--- src/rtl/sdvp_regs.vh ---
`ifndef SDVP_REGS_VH
`define SDVP_REGS_VH
// ----------------------------------------------------------------
// register byte offsets
// ----------------------------------------------------------------
`define SDVP_OFS_MODE0    8'h00
`define SDVP_OFS_MODE1    8'h04
`define SDVP_OFS_COLSTART 8'h08
`define SDVP_OFS_GEOM     8'h0c
`define SDVP_OFS_PIXIN    8'h10
`define SDVP_OFS_STATUS   8'h14
// ----------------------------------------------------------------
// mode0 fields
// ----------------------------------------------------------------
`define SDVP_M0_SLAVE     0
`define SDVP_M0_PCLK_DR   1
`define SDVP_M0_PCLK_NEG  2
`define SDVP_M0_ROW_PULSE 3
`define SDVP_M0_ROW_POL   4
`define SDVP_M0_FRM_MODE  5
`define SDVP_M0_FRM_POL   7
`define SDVP_M0_TRG_LOW   8
`define SDVP_M0_DUMMY     12
// ----------------------------------------------------------------
// second video mode fields
// ----------------------------------------------------------------
`define SDVP_M1_FLOAT     0
`define SDVP_M1_SWITCH    1
`define SDVP_M1_UNUSED_Z  3
// ----------------------------------------------------------------
// reset values and timing
// ----------------------------------------------------------------
`define SDVP_MODE0_RST    32'h0000_0000
`define SDVP_GEOM_RST     32'h0008_0010
`define SDVP_FRM_LEVEL    2'h0
`define SDVP_FRM_PULSE    2'h1
`define SDVP_FRM_ODDEVEN  2'h2
`define SDVP_SW_STRAIGHT  2'h0
`define SDVP_SW_MSB10     2'h1
`define SDVP_SW_MSB9      2'h2
`define SDVP_ROW_LAT_BASE 12'h07c
`define SDVP_PULSE_MIN    4'h4
`endif

--- src/rtl/sdvp_video_port.v ---
// ----------------------------------------------------------------
// Summary of operation
// ----------------------------------------------------------------
//
// The address map and the AXI4-Lite slave port were left to the implementer.
`timescale 1ns/1ps
`include "sdvp_regs.vh"
module sdvp_video_port (
   input  wire        i_core_clk,    // master clock
   input  wire        i_rst,         // async reset, high
   input  wire        i_ce,          // clock enable
   input  wire [31:0] s_axi_awaddr,  // write address
   input  wire        s_axi_awvalid, // write address valid
   output wire        s_axi_awready, // write address ready
   input  wire [31:0] s_axi_wdata,   // write data
   input  wire [3:0]  s_axi_wstrb,   // byte enables
   input  wire        s_axi_wvalid,  // write data valid
   output wire        s_axi_wready,  // write data ready
   output wire [1:0]  s_axi_bresp,   // write response
   output wire        s_axi_bvalid,  // write response valid
   input  wire        s_axi_bready,  // write response ready
   input  wire [31:0] s_axi_araddr,  // read address
   input  wire        s_axi_arvalid, // read address valid
   output wire        s_axi_arready, // read address ready
   output wire [31:0] s_axi_rdata,   // read data
   output wire [1:0]  s_axi_rresp,   // read response
   output wire        s_axi_rvalid,  // read data valid
   input  wire        s_axi_rready,  // read data ready
   input  wire [11:0] i_pix_data,    // framer word
   output wire [11:0] o_d,           // pixel bus out
   output wire [11:0] o_d_oe,        // pixel bus drive enable
   output wire        o_pclk,        // pixel clock
   output wire        o_row_out,     // row sync out
   output wire        o_row_oe,      // row sync drive enable
   input  wire        i_row_in,      // row trigger pin
   output wire        o_frm_out,     // frame sync out
   output wire        o_frm_oe,      // frame sync drive enable
   input  wire        i_frm_in       // frame trigger pin
);
   // -------------------------------------------------------------
   // state
   // -------------------------------------------------------------
   localparam ST_IDLE = 2'h0;
   localparam ST_WAIT = 2'h1;
   localparam ST_ROW  = 2'h2;
   localparam ST_GAP  = 2'h3;

   reg [31:0] mode0_reg, mode1_reg, geom_reg;
   reg [7:0]  colstart_reg;
   reg [31:0] act0_reg, act1_reg, actg_reg;
   reg        awok_reg, wok_reg, bvalid_reg, rvalid_reg;
   reg [31:0] awaddr_reg, wdata_reg, rdata_reg;
   reg [3:0]  wstrb_reg;
   reg [1:0]  rresp_reg, bresp_reg;
   reg [1:0]  st_reg;
   reg        hclk_reg;
   reg [11:0] cnt_reg;
   reg [11:0] col_reg;
   reg [11:0] row_reg;
   reg [3:0]  dum_reg;
   reg        field_reg, frm_act_reg, frm_end_reg;
   reg [11:0] d_reg, d_oe_reg;
   reg        pclk_reg, rsync_reg, fsync_reg, sync_oe_reg;
   reg [3:0]  rpulse_reg, fpulse_reg;
   reg [2:0]  rs_reg, fs_reg;
   reg        rprev_reg, fprev_reg;

   // -------------------------------------------------------------
   // helpers
   // -------------------------------------------------------------
   function [31:0] wmerge;
      input [31:0] old;
      input [31:0] nw;
      input [3:0]  be;
      integer k;
      begin
         wmerge = old;
         for (k = 0; k < 4; k = k + 1)
            if (be[k])
               wmerge[k*8 +: 8] = nw[k*8 +: 8];
      end
   endfunction

   function [11:0] swmap;
      input [11:0] w;
      input [1:0]  m;
      begin
         case (m)
            `SDVP_SW_MSB10: swmap = {w[10:0], 1'b0};
            `SDVP_SW_MSB9:  swmap = {w[9:0], 2'h0};
            default:        swmap = w;
         endcase
      end
   endfunction

   // -------------------------------------------------------------
   // axi4-lite slave, answers two cycles after both write halves taken, one after a read
   // -------------------------------------------------------------
   wire wr_go = awok_reg && wok_reg && !bvalid_reg;
   wire wr_ok = awaddr_reg[7:0] == `SDVP_OFS_MODE0 ||
                awaddr_reg[7:0] == `SDVP_OFS_MODE1 ||
                awaddr_reg[7:0] == `SDVP_OFS_COLSTART ||
                awaddr_reg[7:0] == `SDVP_OFS_GEOM;
   // readies drop while frozen, so nothing is offered that is not taken
   assign s_axi_awready = i_ce && !awok_reg && !bvalid_reg;
   assign s_axi_wready  = i_ce && !wok_reg && !bvalid_reg;
   assign s_axi_bvalid  = bvalid_reg;
   assign s_axi_bresp   = bresp_reg;
   assign s_axi_arready = i_ce && !rvalid_reg;
   assign s_axi_rvalid  = rvalid_reg;
   assign s_axi_rdata   = rdata_reg;
   assign s_axi_rresp   = rresp_reg;

   always @(posedge i_core_clk or posedge i_rst) begin
      if (i_rst) begin
         awok_reg <= 1'b0;
         wok_reg <= 1'b0;
         bvalid_reg <= 1'b0;
         bresp_reg <= 2'h0;
         rvalid_reg <= 1'b0;
         rdata_reg <= 32'h0000_0000;
         rresp_reg <= 2'h0;
         awaddr_reg <= 32'h0000_0000;
         wdata_reg <= 32'h0000_0000;
         wstrb_reg <= 4'h0;
         mode0_reg <= `SDVP_MODE0_RST;
         mode1_reg <= 32'h0000_0000;
         colstart_reg <= 8'h00;
         geom_reg <= `SDVP_GEOM_RST;
      end else if (i_ce) begin
         if (s_axi_awvalid && s_axi_awready) begin
            awok_reg <= 1'b1;
            awaddr_reg <= s_axi_awaddr;
         end
         if (s_axi_wvalid && s_axi_wready) begin
            wok_reg <= 1'b1;
            wdata_reg <= s_axi_wdata;
            wstrb_reg <= s_axi_wstrb;
         end
         if (wr_go) begin
            awok_reg <= 1'b0;
            wok_reg <= 1'b0;
            bvalid_reg <= 1'b1;
            bresp_reg <= wr_ok ? 2'h0 : 2'h2;
            case (awaddr_reg[7:0])
               `SDVP_OFS_MODE0:
                  mode0_reg <= wmerge(mode0_reg, wdata_reg, wstrb_reg);
               `SDVP_OFS_MODE1:
                  mode1_reg <= wmerge(mode1_reg, wdata_reg, wstrb_reg);
               `SDVP_OFS_COLSTART:
                  if (wstrb_reg[0])
                     colstart_reg <= wdata_reg[7:0];
               `SDVP_OFS_GEOM:
                  geom_reg <= wmerge(geom_reg, wdata_reg, wstrb_reg);
               default: ;
            endcase
         end else if (bvalid_reg && s_axi_bready) begin
            bvalid_reg <= 1'b0;
         end
         if (s_axi_arvalid && !rvalid_reg) begin
            rvalid_reg <= 1'b1;
            rresp_reg <= 2'h0;
            case (s_axi_araddr[7:0])
               `SDVP_OFS_MODE0:    rdata_reg <= mode0_reg;
               `SDVP_OFS_MODE1:    rdata_reg <= mode1_reg;
               `SDVP_OFS_COLSTART: rdata_reg <= {24'h000000, colstart_reg};
               `SDVP_OFS_GEOM:     rdata_reg <= geom_reg;
               `SDVP_OFS_STATUS:
                  rdata_reg <= {12'h000, row_reg, 4'h0, st_reg,
                                field_reg, frm_act_reg};
               default: begin
                  rdata_reg <= 32'h0000_0000;
                  rresp_reg <= 2'h2;
               end
            endcase
         end else if (rvalid_reg && s_axi_rready) begin
            rvalid_reg <= 1'b0;
         end
      end
   end

   // -------------------------------------------------------------
   // trigger synchronisers, all on the master clock
   // -------------------------------------------------------------
   wire trg_low = act0_reg[`SDVP_M0_TRG_LOW];
   wire row_lvl = rs_reg[1] ^ trg_low;
   wire frm_lvl = fs_reg[1] ^ trg_low;
   // a change counts only once the second and third stages agree
   wire row_new = (rs_reg[1] == rs_reg[2]) && row_lvl;
   wire frm_new = (fs_reg[1] == fs_reg[2]) && frm_lvl;
   wire row_trg = row_new && !rprev_reg;
   wire frm_trg = frm_new && !fprev_reg;

   always @(posedge i_core_clk or posedge i_rst) begin
      if (i_rst) begin
         rs_reg <= 3'h0;
         fs_reg <= 3'h0;
         rprev_reg <= 1'b0;
         fprev_reg <= 1'b0;
      end else if (i_ce) begin
         rs_reg <= {rs_reg[1:0], i_row_in};
         fs_reg <= {fs_reg[1:0], i_frm_in};
         rprev_reg <= row_new;
         fprev_reg <= frm_new;
      end
   end

   // -------------------------------------------------------------
   // timing and framing
   // -------------------------------------------------------------
   wire        slave  = act0_reg[`SDVP_M0_SLAVE];
   wire        pdr    = act0_reg[`SDVP_M0_PCLK_DR];
   wire        pneg   = act0_reg[`SDVP_M0_PCLK_NEG];
   wire        rpulse = act0_reg[`SDVP_M0_ROW_PULSE];
   wire        rpol   = act0_reg[`SDVP_M0_ROW_POL];
   wire [1:0]  fmode  = act0_reg[`SDVP_M0_FRM_MODE +: 2];
   wire        fpol   = act0_reg[`SDVP_M0_FRM_POL];
   wire [3:0]  ndum   = act0_reg[`SDVP_M0_DUMMY +: 4];
   wire [11:0] ncol   = actg_reg[11:0];
   wire [11:0] nrow   = actg_reg[27:16];
   wire [11:0] lat    = `SDVP_ROW_LAT_BASE + {4'h0, colstart_reg};
   wire        hedge  = hclk_reg;      // data edge of the hclk cycle
   wire        last_col = col_reg == ncol - 12'h001;
   wire        last_row = row_reg == nrow - 12'h001;
   wire        in_row = st_reg == ST_ROW;
   wire        real_pix = in_row && dum_reg == 4'h0;
   wire [1:0]  sw     = act1_reg[`SDVP_M1_SWITCH +: 2];
   wire [11:0] unused = sw == `SDVP_SW_MSB10 ? 12'h001 :
                        sw == `SDVP_SW_MSB9  ? 12'h003 : 12'h000;

   always @(posedge i_core_clk or posedge i_rst) begin
      if (i_rst) begin
         act0_reg <= `SDVP_MODE0_RST;
         act1_reg <= 32'h0000_0000;
         actg_reg <= `SDVP_GEOM_RST;
         st_reg <= ST_IDLE;
         // starts high so the pixel clock toggles from the first edge
         hclk_reg <= 1'b1;
         cnt_reg <= 12'h000;
         col_reg <= 12'h000;
         row_reg <= 12'h000;
         dum_reg <= 4'h0;
         field_reg <= 1'b0;
         frm_act_reg <= 1'b0;
         frm_end_reg <= 1'b0;
      end else if (i_ce) begin
         hclk_reg <= ~hclk_reg;
         frm_end_reg <= 1'b0;
         case (st_reg)
            ST_IDLE: begin
               // mode and geometry settings load only here, between frames; colstart_reg acts at once
               act0_reg <= mode0_reg;
               act1_reg <= mode1_reg;
               actg_reg <= geom_reg;
               if (!mode0_reg[`SDVP_M0_SLAVE] && hedge) begin
                  st_reg <= ST_ROW;
                  frm_act_reg <= 1'b1;
                  row_reg <= 12'h000;
                  col_reg <= 12'h000;
                  dum_reg <= mode0_reg[`SDVP_M0_DUMMY +: 4];
               end else if (mode0_reg[`SDVP_M0_SLAVE] && row_trg) begin
                  st_reg <= ST_WAIT;
                  cnt_reg <= 12'h000;
               end
            end
            ST_WAIT: begin
               // slave latency counted from the trigger edge; the
               // synchroniser and the detector eat the other clocks
               if (cnt_reg >= lat - 12'h005) begin
                  st_reg <= ST_ROW;
                  col_reg <= 12'h000;
                  dum_reg <= ndum;
               end else begin
                  cnt_reg <= cnt_reg + 12'h001;
               end
            end
            ST_ROW: begin
               if (!hedge) begin
                  st_reg <= ST_ROW;
               end else if (dum_reg != 4'h0) begin
                  dum_reg <= dum_reg - 4'h1;
               end else if (last_col) begin
                  st_reg <= ST_GAP;
                  cnt_reg <= 12'h000;
                  if (last_row) begin
                     frm_act_reg <= 1'b0;
                     frm_end_reg <= 1'b1;
                     field_reg <= ~field_reg;
                  end
                  row_reg <= row_reg + 12'h001;
               end else begin
                  col_reg <= col_reg + 12'h001;
               end
            end
            ST_GAP: begin
               // master frames keep the full row gap before idling
               if (!frm_act_reg && (slave || cnt_reg == 12'h00f)) begin
                  st_reg <= ST_IDLE;
               end else if (slave && row_trg) begin
                  st_reg <= ST_WAIT;
                  cnt_reg <= 12'h000;
               end else if (!slave && cnt_reg == 12'h00f && hedge) begin
                  st_reg <= ST_ROW;
                  col_reg <= 12'h000;
                  dum_reg <= ndum;
               end else if (cnt_reg != 12'h00f) begin
                  cnt_reg <= cnt_reg + 12'h001;
               end
            end
            default: st_reg <= ST_IDLE;
         endcase
         // the frame trigger may land while a row is already pending
         if (slave && frm_trg) begin
            row_reg <= 12'h000;
            frm_act_reg <= 1'b1;
         end
      end
   end

   // -------------------------------------------------------------
   // pin formatting
   // -------------------------------------------------------------
   always @(posedge i_core_clk or posedge i_rst) begin
      if (i_rst) begin
         d_reg <= 12'h000;
         d_oe_reg <= 12'hfff;
         pclk_reg <= 1'b1;
         rsync_reg <= 1'b0;
         fsync_reg <= 1'b0;
         sync_oe_reg <= 1'b1;
         rpulse_reg <= 4'h0;
         fpulse_reg <= 4'h0;
      end else if (i_ce) begin
         sync_oe_reg <= !slave;
         if (act1_reg[`SDVP_M1_FLOAT])
            d_oe_reg <= 12'h000;
         else if (act1_reg[`SDVP_M1_UNUSED_Z])
            d_oe_reg <= ~unused;
         else
            d_oe_reg <= 12'hfff;
         if (in_row)
            d_reg <= real_pix ? swmap(i_pix_data, sw) : 12'h000;
         // free: pclk rises as data changes, falls instead if negedge set
         if (!pdr)
            pclk_reg <= ~hclk_reg ^ pneg;
         else
            pclk_reg <= (in_row && hclk_reg) ^ pneg;
         if (st_reg == ST_ROW && last_col && dum_reg == 4'h0 && hedge)
            rpulse_reg <= `SDVP_PULSE_MIN + `SDVP_PULSE_MIN;
         else if (rpulse_reg != 4'h0)
            rpulse_reg <= rpulse_reg - 4'h1;
         if (frm_end_reg)
            fpulse_reg <= `SDVP_PULSE_MIN + `SDVP_PULSE_MIN;
         else if (fpulse_reg != 4'h0)
            fpulse_reg <= fpulse_reg - 4'h1;
         if (rpulse)
            rsync_reg <= (rpulse_reg != 4'h0) ^ ~rpol;
         else
            rsync_reg <= in_row ^ rpol;
         case (fmode)
            `SDVP_FRM_PULSE:
               fsync_reg <= (fpulse_reg != 4'h0) ^ ~fpol;
            `SDVP_FRM_ODDEVEN:
               fsync_reg <= field_reg ^ fpol;
            default:
               fsync_reg <= frm_act_reg ^ fpol;
         endcase
      end
   end

   assign o_d       = d_reg;
   assign o_d_oe    = d_oe_reg;
   assign o_pclk    = pclk_reg;
   assign o_row_out = rsync_reg;
   assign o_row_oe  = sync_oe_reg;
   assign o_frm_out = fsync_reg;
   assign o_frm_oe  = sync_oe_reg;
endmodule // sdvp_video_port

--- config.mk ---
export PLATFORM = sky130hd
export DESIGN_NAME = sdvp_video_port
export DESIGN_NICKNAME = d
export VERILOG_FILES = /design/src/rtl/sdvp_video_port.v
export VERILOG_INCLUDE_DIRS = /design/src /design/src/rtl
export SDC_FILE = /design/constraint.sdc
export NUM_CORES = 1
export LEC_CHECK = 0
export BUFFER_PORTS_ARGS = -buffer_cell sky130_fd_sc_hd__buf_2
export CELL_PAD_IN_SITES_DETAIL_PLACEMENT = 0
export CELL_PAD_IN_SITES_GLOBAL_PLACEMENT = 1
export CORE_UTILIZATION = 50
export CTS_CLUSTER_SIZE = 20
export DETAILED_ROUTE_END_ITERATION = 7
export GPL_TIMING_DRIVEN = 0
export PLACE_DENSITY = 0.95
export RECOVER_POWER = 50
export SLEW_MARGIN = 20
export SYNTH_ARGS = -nofsm -noshare
export SYNTH_HDL_FRONTEND = slang
export SYNTH_SLANG_ARGS = --single-unit
--- constraint.sdc ---
create_clock -name i_core_clk -period 36 [get_ports i_core_clk]
set_clock_uncertainty 0.15 [all_clocks]
set_input_delay 10.8 -clock i_core_clk [delete_from_list [all_inputs] [get_ports i_core_clk]]
set_output_delay 10.8 -clock i_core_clk [all_outputs]
set_load 0.05 [all_outputs]
==> results of run 1 <==
==> power by group <==
part / internal (W) / switching [W] / total (W) / leakage [nW]
Sequential: 0.000412 / 0.0000645 / 0.000477 / 4.02
Clock: 0.000202 / 0.000145 / 0.000347 / 0.545
Combinational: 0.000134 / 0.000182 / 0.000316 / 3.58
Total: 0.000749 / 0.000391 / 0.00114 / 8.15
==> worst paths after layout <==
check                                 to  slack, ps
min in group asynchronous  awaddr_reg[4]      11410
max                        s_axi_arready      11430
min                             o_frm_oe        250
max in group asynchronous   wdata_reg[9]      17620
max reg2reg                   col_reg[4]      31730
min reg2reg                     o_frm_oe        250
==> placed cells by master, fill, tap and decap left out, types with 26 or more instances in the layout <==
| master | count |
|---|---|
| clkbuf_1 | 67 |
| nand2_1 | 116 |
| clkbuf_16 | 34 |
| a21oi_1 | 51 |
| o21ai_0 | 60 |
| nor2_1 | 64 |
| buf_2 | 142 |
| a222oi_1 | 28 |
| inv_1 | 35 |
| nor3_1 | 26 |
| mux2_2 | 192 |
| dfrtp_1 | 298 |
| xnor2_1 | 35 |
| nand3_1 | 36 |
==> worst reg2reg max path, delay by kind of cell, from the launching register on <==
family	cells	cell delay (ps)
buf+inv	1	390
simple gates	3	1100
compound gates	5	1430
flops	1	420
fa+ha+maj	1	310
mux	1	150
xor+xnor	1	250
==> logic make-up after synthesis <==
kind of cell | Yosys count | synth area share, %
other | 1 | 0.0252
AO/OA/AOI/OAI | 274 | 12.9
AND/OR/NAND/NOR | 348 | 11.8
XOR/XNOR | 44 | 2.69
flip-flops | 308 | 51.9
buffers and inverters | 113 | 3.23
adder cells (fa/ha/maj) | 21 | 1.77
multiplexers | 207 | 15.6
==> stage by stage <==
step | power, W | worst slack, ps | cell area [um^2] | util, %
3_5_place_dp | 0.000795 | 11720 | 16100 | 55.7
2_1_floorplan | 0.000710 | 12620 | 14900 | -
3_3_place_gp | 0.000781 | 11710 | 16000 | 55.5
5_1_grt | 0.00120 | 11310 | 17200 | 59.4
6_report | 0.00114 | 11430 | 17200 | 59.4
4_1_cts | 0.00114 | 11700 | 17200 | 59.6
==> cell type report <==
class	count	area, um^2
plain buffers	77	344
fillers	2368	11800
clock buffers	43	905
multi-input cells	896	6670
repair buffers	143	712
flip-flops and latches	308	7720
clock inverters	17	213
inverters	36	136
well taps	384	480
==> per-layer routing <==
layer,vias to the layer above,global-route usage [%],share of wire (%)
met4,2,9.28,3.4
met2,468,39.4,46
met5,-,0,0.034
met3,90,4.37,7.5
li1,5166,-,-
met1,5736,35.0,43
==> impl_metrics.ini, run 1 <==
[setup_path]
required_ps = 25050
crit_path_frequent_cell = clkbuf_1
crit_chain = clkbuf_1 > clkbuf_1 > clkbuf_1 > buf_1 > nor2b_1 > buf_2
worstReg2RegStart = colstart_reg[2]
cp_top_family = buffers and inverters
path_buf_inv = 5
arrival_ps = 13620
crit_path_max_incr_delay_ps = 690
cp_max_fo = 10
worstSetupStartpointType = input port
cp.depth = 6
r2r_cells = 12
path_class = input port to output pin
cp_slowest_cell = buf_1
crit_path_end_kind = output pin
startpoint = i_ce

[worst_hold_path]
hold_path.class = register to register
hold_start = act0_reg[0]
hold_depth = 1

[sta]
fin_crit_ps = 24570
fmax_ghz = 0.0407
slew_headroom_pct = -275
whs_ps = 250
min_period_over_period_pct = 68.2
hold_viol = 0
slew_violations = 313
setup_viol = 0
worst_pin_slew_ps = 5630
grt_setup_unrepaired = no
tns_ps = 0

[floorplan]
row_count = 62
die_h_um = 174
die-area_um2 = 30400
die_w_um = 174
ios = 192
core_um2 = 28900
initial_core_util_pct = 51.4

[yosys]
syn_area_um2 = 14900
yosysMostFrequentCell = dfrtp_1
avgSynthCellArea_um2 = 11.3
synth_cell_type_count = 78
synth-edff-count = 0
async_reset_ff_share_pct = 100
synth.area.top_cells = dfrtp_1 50%, mux2_2 15%, nand2_1 2.9%, xnor2_1 2.1%, o21ai_0 2.0%
yosys_register_bits = 308
ys_seq_area_share_pct = 51.9
synth_top_area_cell = dfrtp_1
synth_ff_type = dfrtp_1
yosysWarnings = 0
synth_common_cells = 298 x dfrtp_1, 192 x mux2_2, 116 x nand2_1, 64 x nor2_1, 60 x o21ai_0
synth_top_cell_area_share_pct = 50.2
netlist_instances = 1316

[global_routing]
grt_start_max_net_pins = 114
antenna_found_initial = 1
gr-usage-all-layers_pct = 25.1
grt_pass1_wl_um = 60900
grt_overflow_total = 0
grt_pass1_vias = 11200

[placed_design]
io_buffers = 140
dpl.hpwl_um = 27200
dp_cells = 1844
gpl.final_weighted_congestion = 0.893

[clocking]
clkTransAtPathRegs_ps = 60
cts-root-buf = clkbuf_16
cts_max_level = 2
clockBufferDepth = 3
numCtsBuffers = 34
cts_resized = 0
cts_tree = done
cts-hold-fix-buffers = 0
post-cts-setup-buffer-count = 0
clock_sinks = 308
worstSkewPairLatency_ps = 540

[routing]
detail_route.wl_per_cell_um = 19.9
routed_wl_um = 37900
viasPerCell = 6.02
drt_iter0_markers = 1122
drc_errors = 0
ant_nets = 0
vias = 11500
drt_first_pass_iters = 6

[power_and_ir_drop]
cellLeakagePower_nw = 8.15
ir_worst_vdd_mv = 0.0466
power.density_nw_per_um2 = 66.3

[cells_and_area]
drive_gt1_share_pct = 28.4
area_delta_synth_final_pct = 15.6
layout.nets = 1639
layoutNonFillerInstCount = 1904
diodes = 0

[run]
drv_cap = 3

[status]
status = finished, violations left
violations = capacitance limit, slew limit
No activity file was read; power rests on OpenSTA's default activity.
==> run 2: changes to the inputs <==
--- a/config.mk
+++ b/config.mk
@@ -6,14 +6,15 @@
 export SDC_FILE = /design/constraint.sdc
 export NUM_CORES = 1
 export LEC_CHECK = 0
+export ABC_AREA = 1
 export BUFFER_PORTS_ARGS = -buffer_cell sky130_fd_sc_hd__buf_2
 export CELL_PAD_IN_SITES_DETAIL_PLACEMENT = 0
 export CELL_PAD_IN_SITES_GLOBAL_PLACEMENT = 1
-export CORE_UTILIZATION = 50
+export CORE_UTILIZATION = 43
 export CTS_CLUSTER_SIZE = 20
 export DETAILED_ROUTE_END_ITERATION = 7
 export GPL_TIMING_DRIVEN = 0
-export PLACE_DENSITY = 0.95
+export PLACE_DENSITY = 0.91
 export RECOVER_POWER = 50
 export SLEW_MARGIN = 20
 export SYNTH_ARGS = -nofsm -noshare
==> constraint.sdc (replaced) <==
create_clock -name i_core_clk -period 23.4 [get_ports i_core_clk]
set_clock_uncertainty 0.15 [all_clocks]
set_input_delay 7.02 -clock i_core_clk [delete_from_list [all_inputs] [get_ports i_core_clk]]
set_output_delay 7.02 -clock i_core_clk [all_outputs]
set_load 0.05 [all_outputs]
==> run 2 against run 1 <==
Against the previous run:
- the flow still finishes with violations (capacitance limit, slew limit)
- register-to-register slack worse by 11000 ps
- core utilization is 8.8 points lower
- non-clock buffer count is 8 higher
- design area is 4.7% higher
- sequential share of layout area is 2.0 points lower
- clock-buffer cell count is 11 higher
- area after synthesis is 4.4% higher
- routed wire length is 17% higher
- flip-flop and latch count stayed put
- worst hold slack better by 83 ps
- via count is 22% higher
- combinational power is 100% higher
- critical endpoint is now s_axi_awready
==> impl_metrics.ini, run 2 <==
[worst_hold_path]
hold_path.class = register to register
holdPathEnd = fs_reg[0]
hold_start = fs_reg[0]
hold_depth = 2

[yosys]
synth_xor_area_share_pct = 1.81
synth_cell_type_count = 46
synthAdderAreaFrac_pct = 1.69
synth-compound-area-share_pct = 14.3
synth_top_cell_area_share_pct = 48.1
ys_seq_area_share_pct = 49.8
synth_top_family_by_area = simple AND/OR/NAND/NOR gates
synth_top_area_cell = dfrtp_1
synth_common_cells = 562 x nand2_1, 298 x dfrtp_1, 259 x o21ai_0, 208 x inv_1, 127 x nor2_1
synth_simple_gate_area_share_pct = 23.9
yosys_register_bits = 308
yosysMostFrequentCell = nand2_1
syn_area_um2 = 15500
synth.area.top_cells = dfrtp_1 48%, nand2_1 14%, o21ai_0 8.4%, inv_1 5.0%, nand3_1 3.4%
yosysWarnings = 0
synth_ff_type = dfrtp_1
synth-edff-count = 0
synthMuxAreaShare_pct = 0.871
avgSynthCellArea_um2 = 7.94
async_reset_ff_share_pct = 100
netlist_instances = 1954

[power_and_ir_drop]
power.density_nw_per_um2 = 107
power.switching_w = 0.000761
internal_power_w = 0.00116
p_sw_share_pct = 39.6
p_comb_share_pct = 33.5
cellLeakagePower_nw = 8.76
ir_worst_vdd_mv = 0.0753
p_seq_share_pct = 37.7
p_clk_share_pct = 28.8

[setup_path]
cp_slowest_cell = clkbuf_1
required_ps = 16230
worstReg2RegStart = colstart_reg[0]
crit_path_max_incr_delay_ps = 360
r2r_cells = 17
path_buf_inv = 4
crit_path_end_kind = output pin
cp_max_fo = 8
ff2ff_setup_slack_ps = 20270
arrival_ps = 8340
worstSetupStartpointType = input port
path_class = input port to output pin
r2r_end = col_reg[1]
crit_chain = clkbuf_1 > inv_1 > nor2_1 > inv_1 > nor2_1 > buf_2
cp_top_family = buffers and inverters
cp.depth = 6

[clocking]
worstSkewPairLatency_ps = 530
clockBufferDepth = 3
clock_sinks = 308
cts-root-buf = clkbuf_16
cts_resized = 0
numCtsBuffers = 35
clkTransAtPathRegs_ps = 60
cts-hold-fix-buffers = 0
cts_max_level = 2
post-cts-setup-buffer-count = 0
cts_tree = done

[cells_and_area]
diodes = 0
layout.nets = 2278
drive_gt1_share_pct = 12.6
final_common_cell = nand2_1
area_delta_synth_final_pct = 15.9
final_cell_mix = 562 x nand2_1, 298 x dfrtp_1, 259 x o21ai_0
layoutNonFillerInstCount = 2623
post-route-cell-area_um2 = 18000

[routing]
routed_wl_um = 44400
ant_nets = 0
detail_route.wl_per_cell_um = 16.9
drc_errors = 0
vias = 14000
drt_iter0_markers = 1032
viasPerCell = 5.35
drt_first_pass_iters = 5

[floorplan]
initial_core_util_pct = 43.6
ios = 192
die-area_um2 = 36800
die_w_um = 192
row_count = 69
core_um2 = 35600
die_h_um = 192

[global_routing]
grt_pass1_vias = 13400
busiest_layer = met2
grt_overflow_total = 0
gr-usage-all-layers_pct = 24.6
grt_use_met1_pct = 34.2
grt_start_max_net_pins = 95
grt_pass1_wl_um = 71000
gr-usage-met2_pct = 38.6
grt.met3_usage_pct = 4.62
antenna_found_initial = 0

[sta]
slew_violations = 219
worst_pin_slew_ps = 4690
tns_ps = 0
slew_headroom_pct = -213
fmax_ghz = 0.0645
grt_setup_unrepaired = no
setup_viol = 0
min_period_over_period_pct = 66.3
fin_crit_ps = 15510
hold_viol = 0

[placed_design]
dpl.hpwl_um = 33000
gpl.final_weighted_congestion = 0.890
place_area_um2 = 16900
dp_cells = 2559
io_buffers = 140

[status]
violations = capacitance limit, slew limit
status = finished, violations left

[run]
drv_cap = 3
## run 2: cell types whose count changed after synthesis, sizes merged, moves of 20 or more
cell,before,now
nand4,9,33
o21ai,67,271
and3,20,0
nand3,36,106
xnor2,35,10
inv,36,210
a21o,25,0
nor2,68,132
nand2,116,565
a222oi,28,0
mux2,196,12
## run 2: cell type report
type | instances | area, um^2
Clock inverter | 10 | 115
Sequential cell | 308 | 7720
Clock buffer | 54 | 1050
Timing Repair Buffer | 143 | 736
Tap cell | 461 | 577
Inverter | 211 | 793
Fill cell | 3505 | 17600
Buffer | 85 | 389
Multi-Input combinational cell | 1351 | 6610
## run 2: cell families (layout without fill, tap and decap cells)
kind of cell | after synthesis | after routing
AND/OR/NAND/NOR | 887 | 887
AO/OA/AOI/OAI | 397 | 397
flip-flops | 308 | 308
buffers and inverters | 296 | 503
XOR/XNOR | 32 | 32
adder cells (fa/ha/maj) | 21 | 21
multiplexers | 12 | 12
other | 1 | 2
## run 2: power groups by stage
stage / Clock, W / Combinational (W) / Sequential, W
after global placement: 0 / 0.000622 / 0.000728
after CTS: 0.000560 / 0.000644 / 0.000722
after detailed placement: 0 / 0.000640 / 0.000731
after global routing: 0.000581 / 0.000727 / 0.000737
after floorplan: 0 / 0.000432 / 0.000753
final: 0.000553 / 0.000645 / 0.000724
## run 2: layer usage
layer	wire, um	share of wire (%)	vias up
met5	0	0	-
met4	1160	2.6	0
met3	3370	7.6	82
met2	20100	45	494
met1	19800	45	6697
li1	-	-	6765
## run 2: worst reg2reg max path, stage by stage (launching register included)
cell     delay, ps
dfrtp_1        390
inv_1          160
ha_1           210
nand2_1         70
nand2_1         80
nand2_1         80
xor2_1         140
inv_1           50
ha_1           270
nand2_1         50
nor2_1         150
nand3_1        100
nand3_1        170
nor2_1         120
nor3_1         260
nand2_2        180
buf_2          220
o21ai_0        180
## run 2: worst max path at each step
stage	from	to	slack [ps]
after detailed placement	i_ce	s_axi_awready	8190
after global routing	i_ce	s_axi_awready	7730
after CTS	i_ce	s_axi_awready	8180
after global placement	i_rst	row_reg[5]	4260
final	i_ce	s_axi_awready	7890
after floorplan	i_rst	act0_reg[0]	7730
## run 2: stage by stage
step | setup WS, ps | utilization (%) | hold WS (ps) | total power (W)
global route | 7730 | 50.6 | 349 | 0.00204
finish | 7890 | 50.6 | 333 | 0.00192
detailed placement | 8190 | 47.5 | 321 | 0.00137
global placement | 4260 | 47.2 | 309 | 0.00135
CTS | 8180 | 50.7 | 334 | 0.00193
floorplan | 7730 | - | 292 | 0.00118
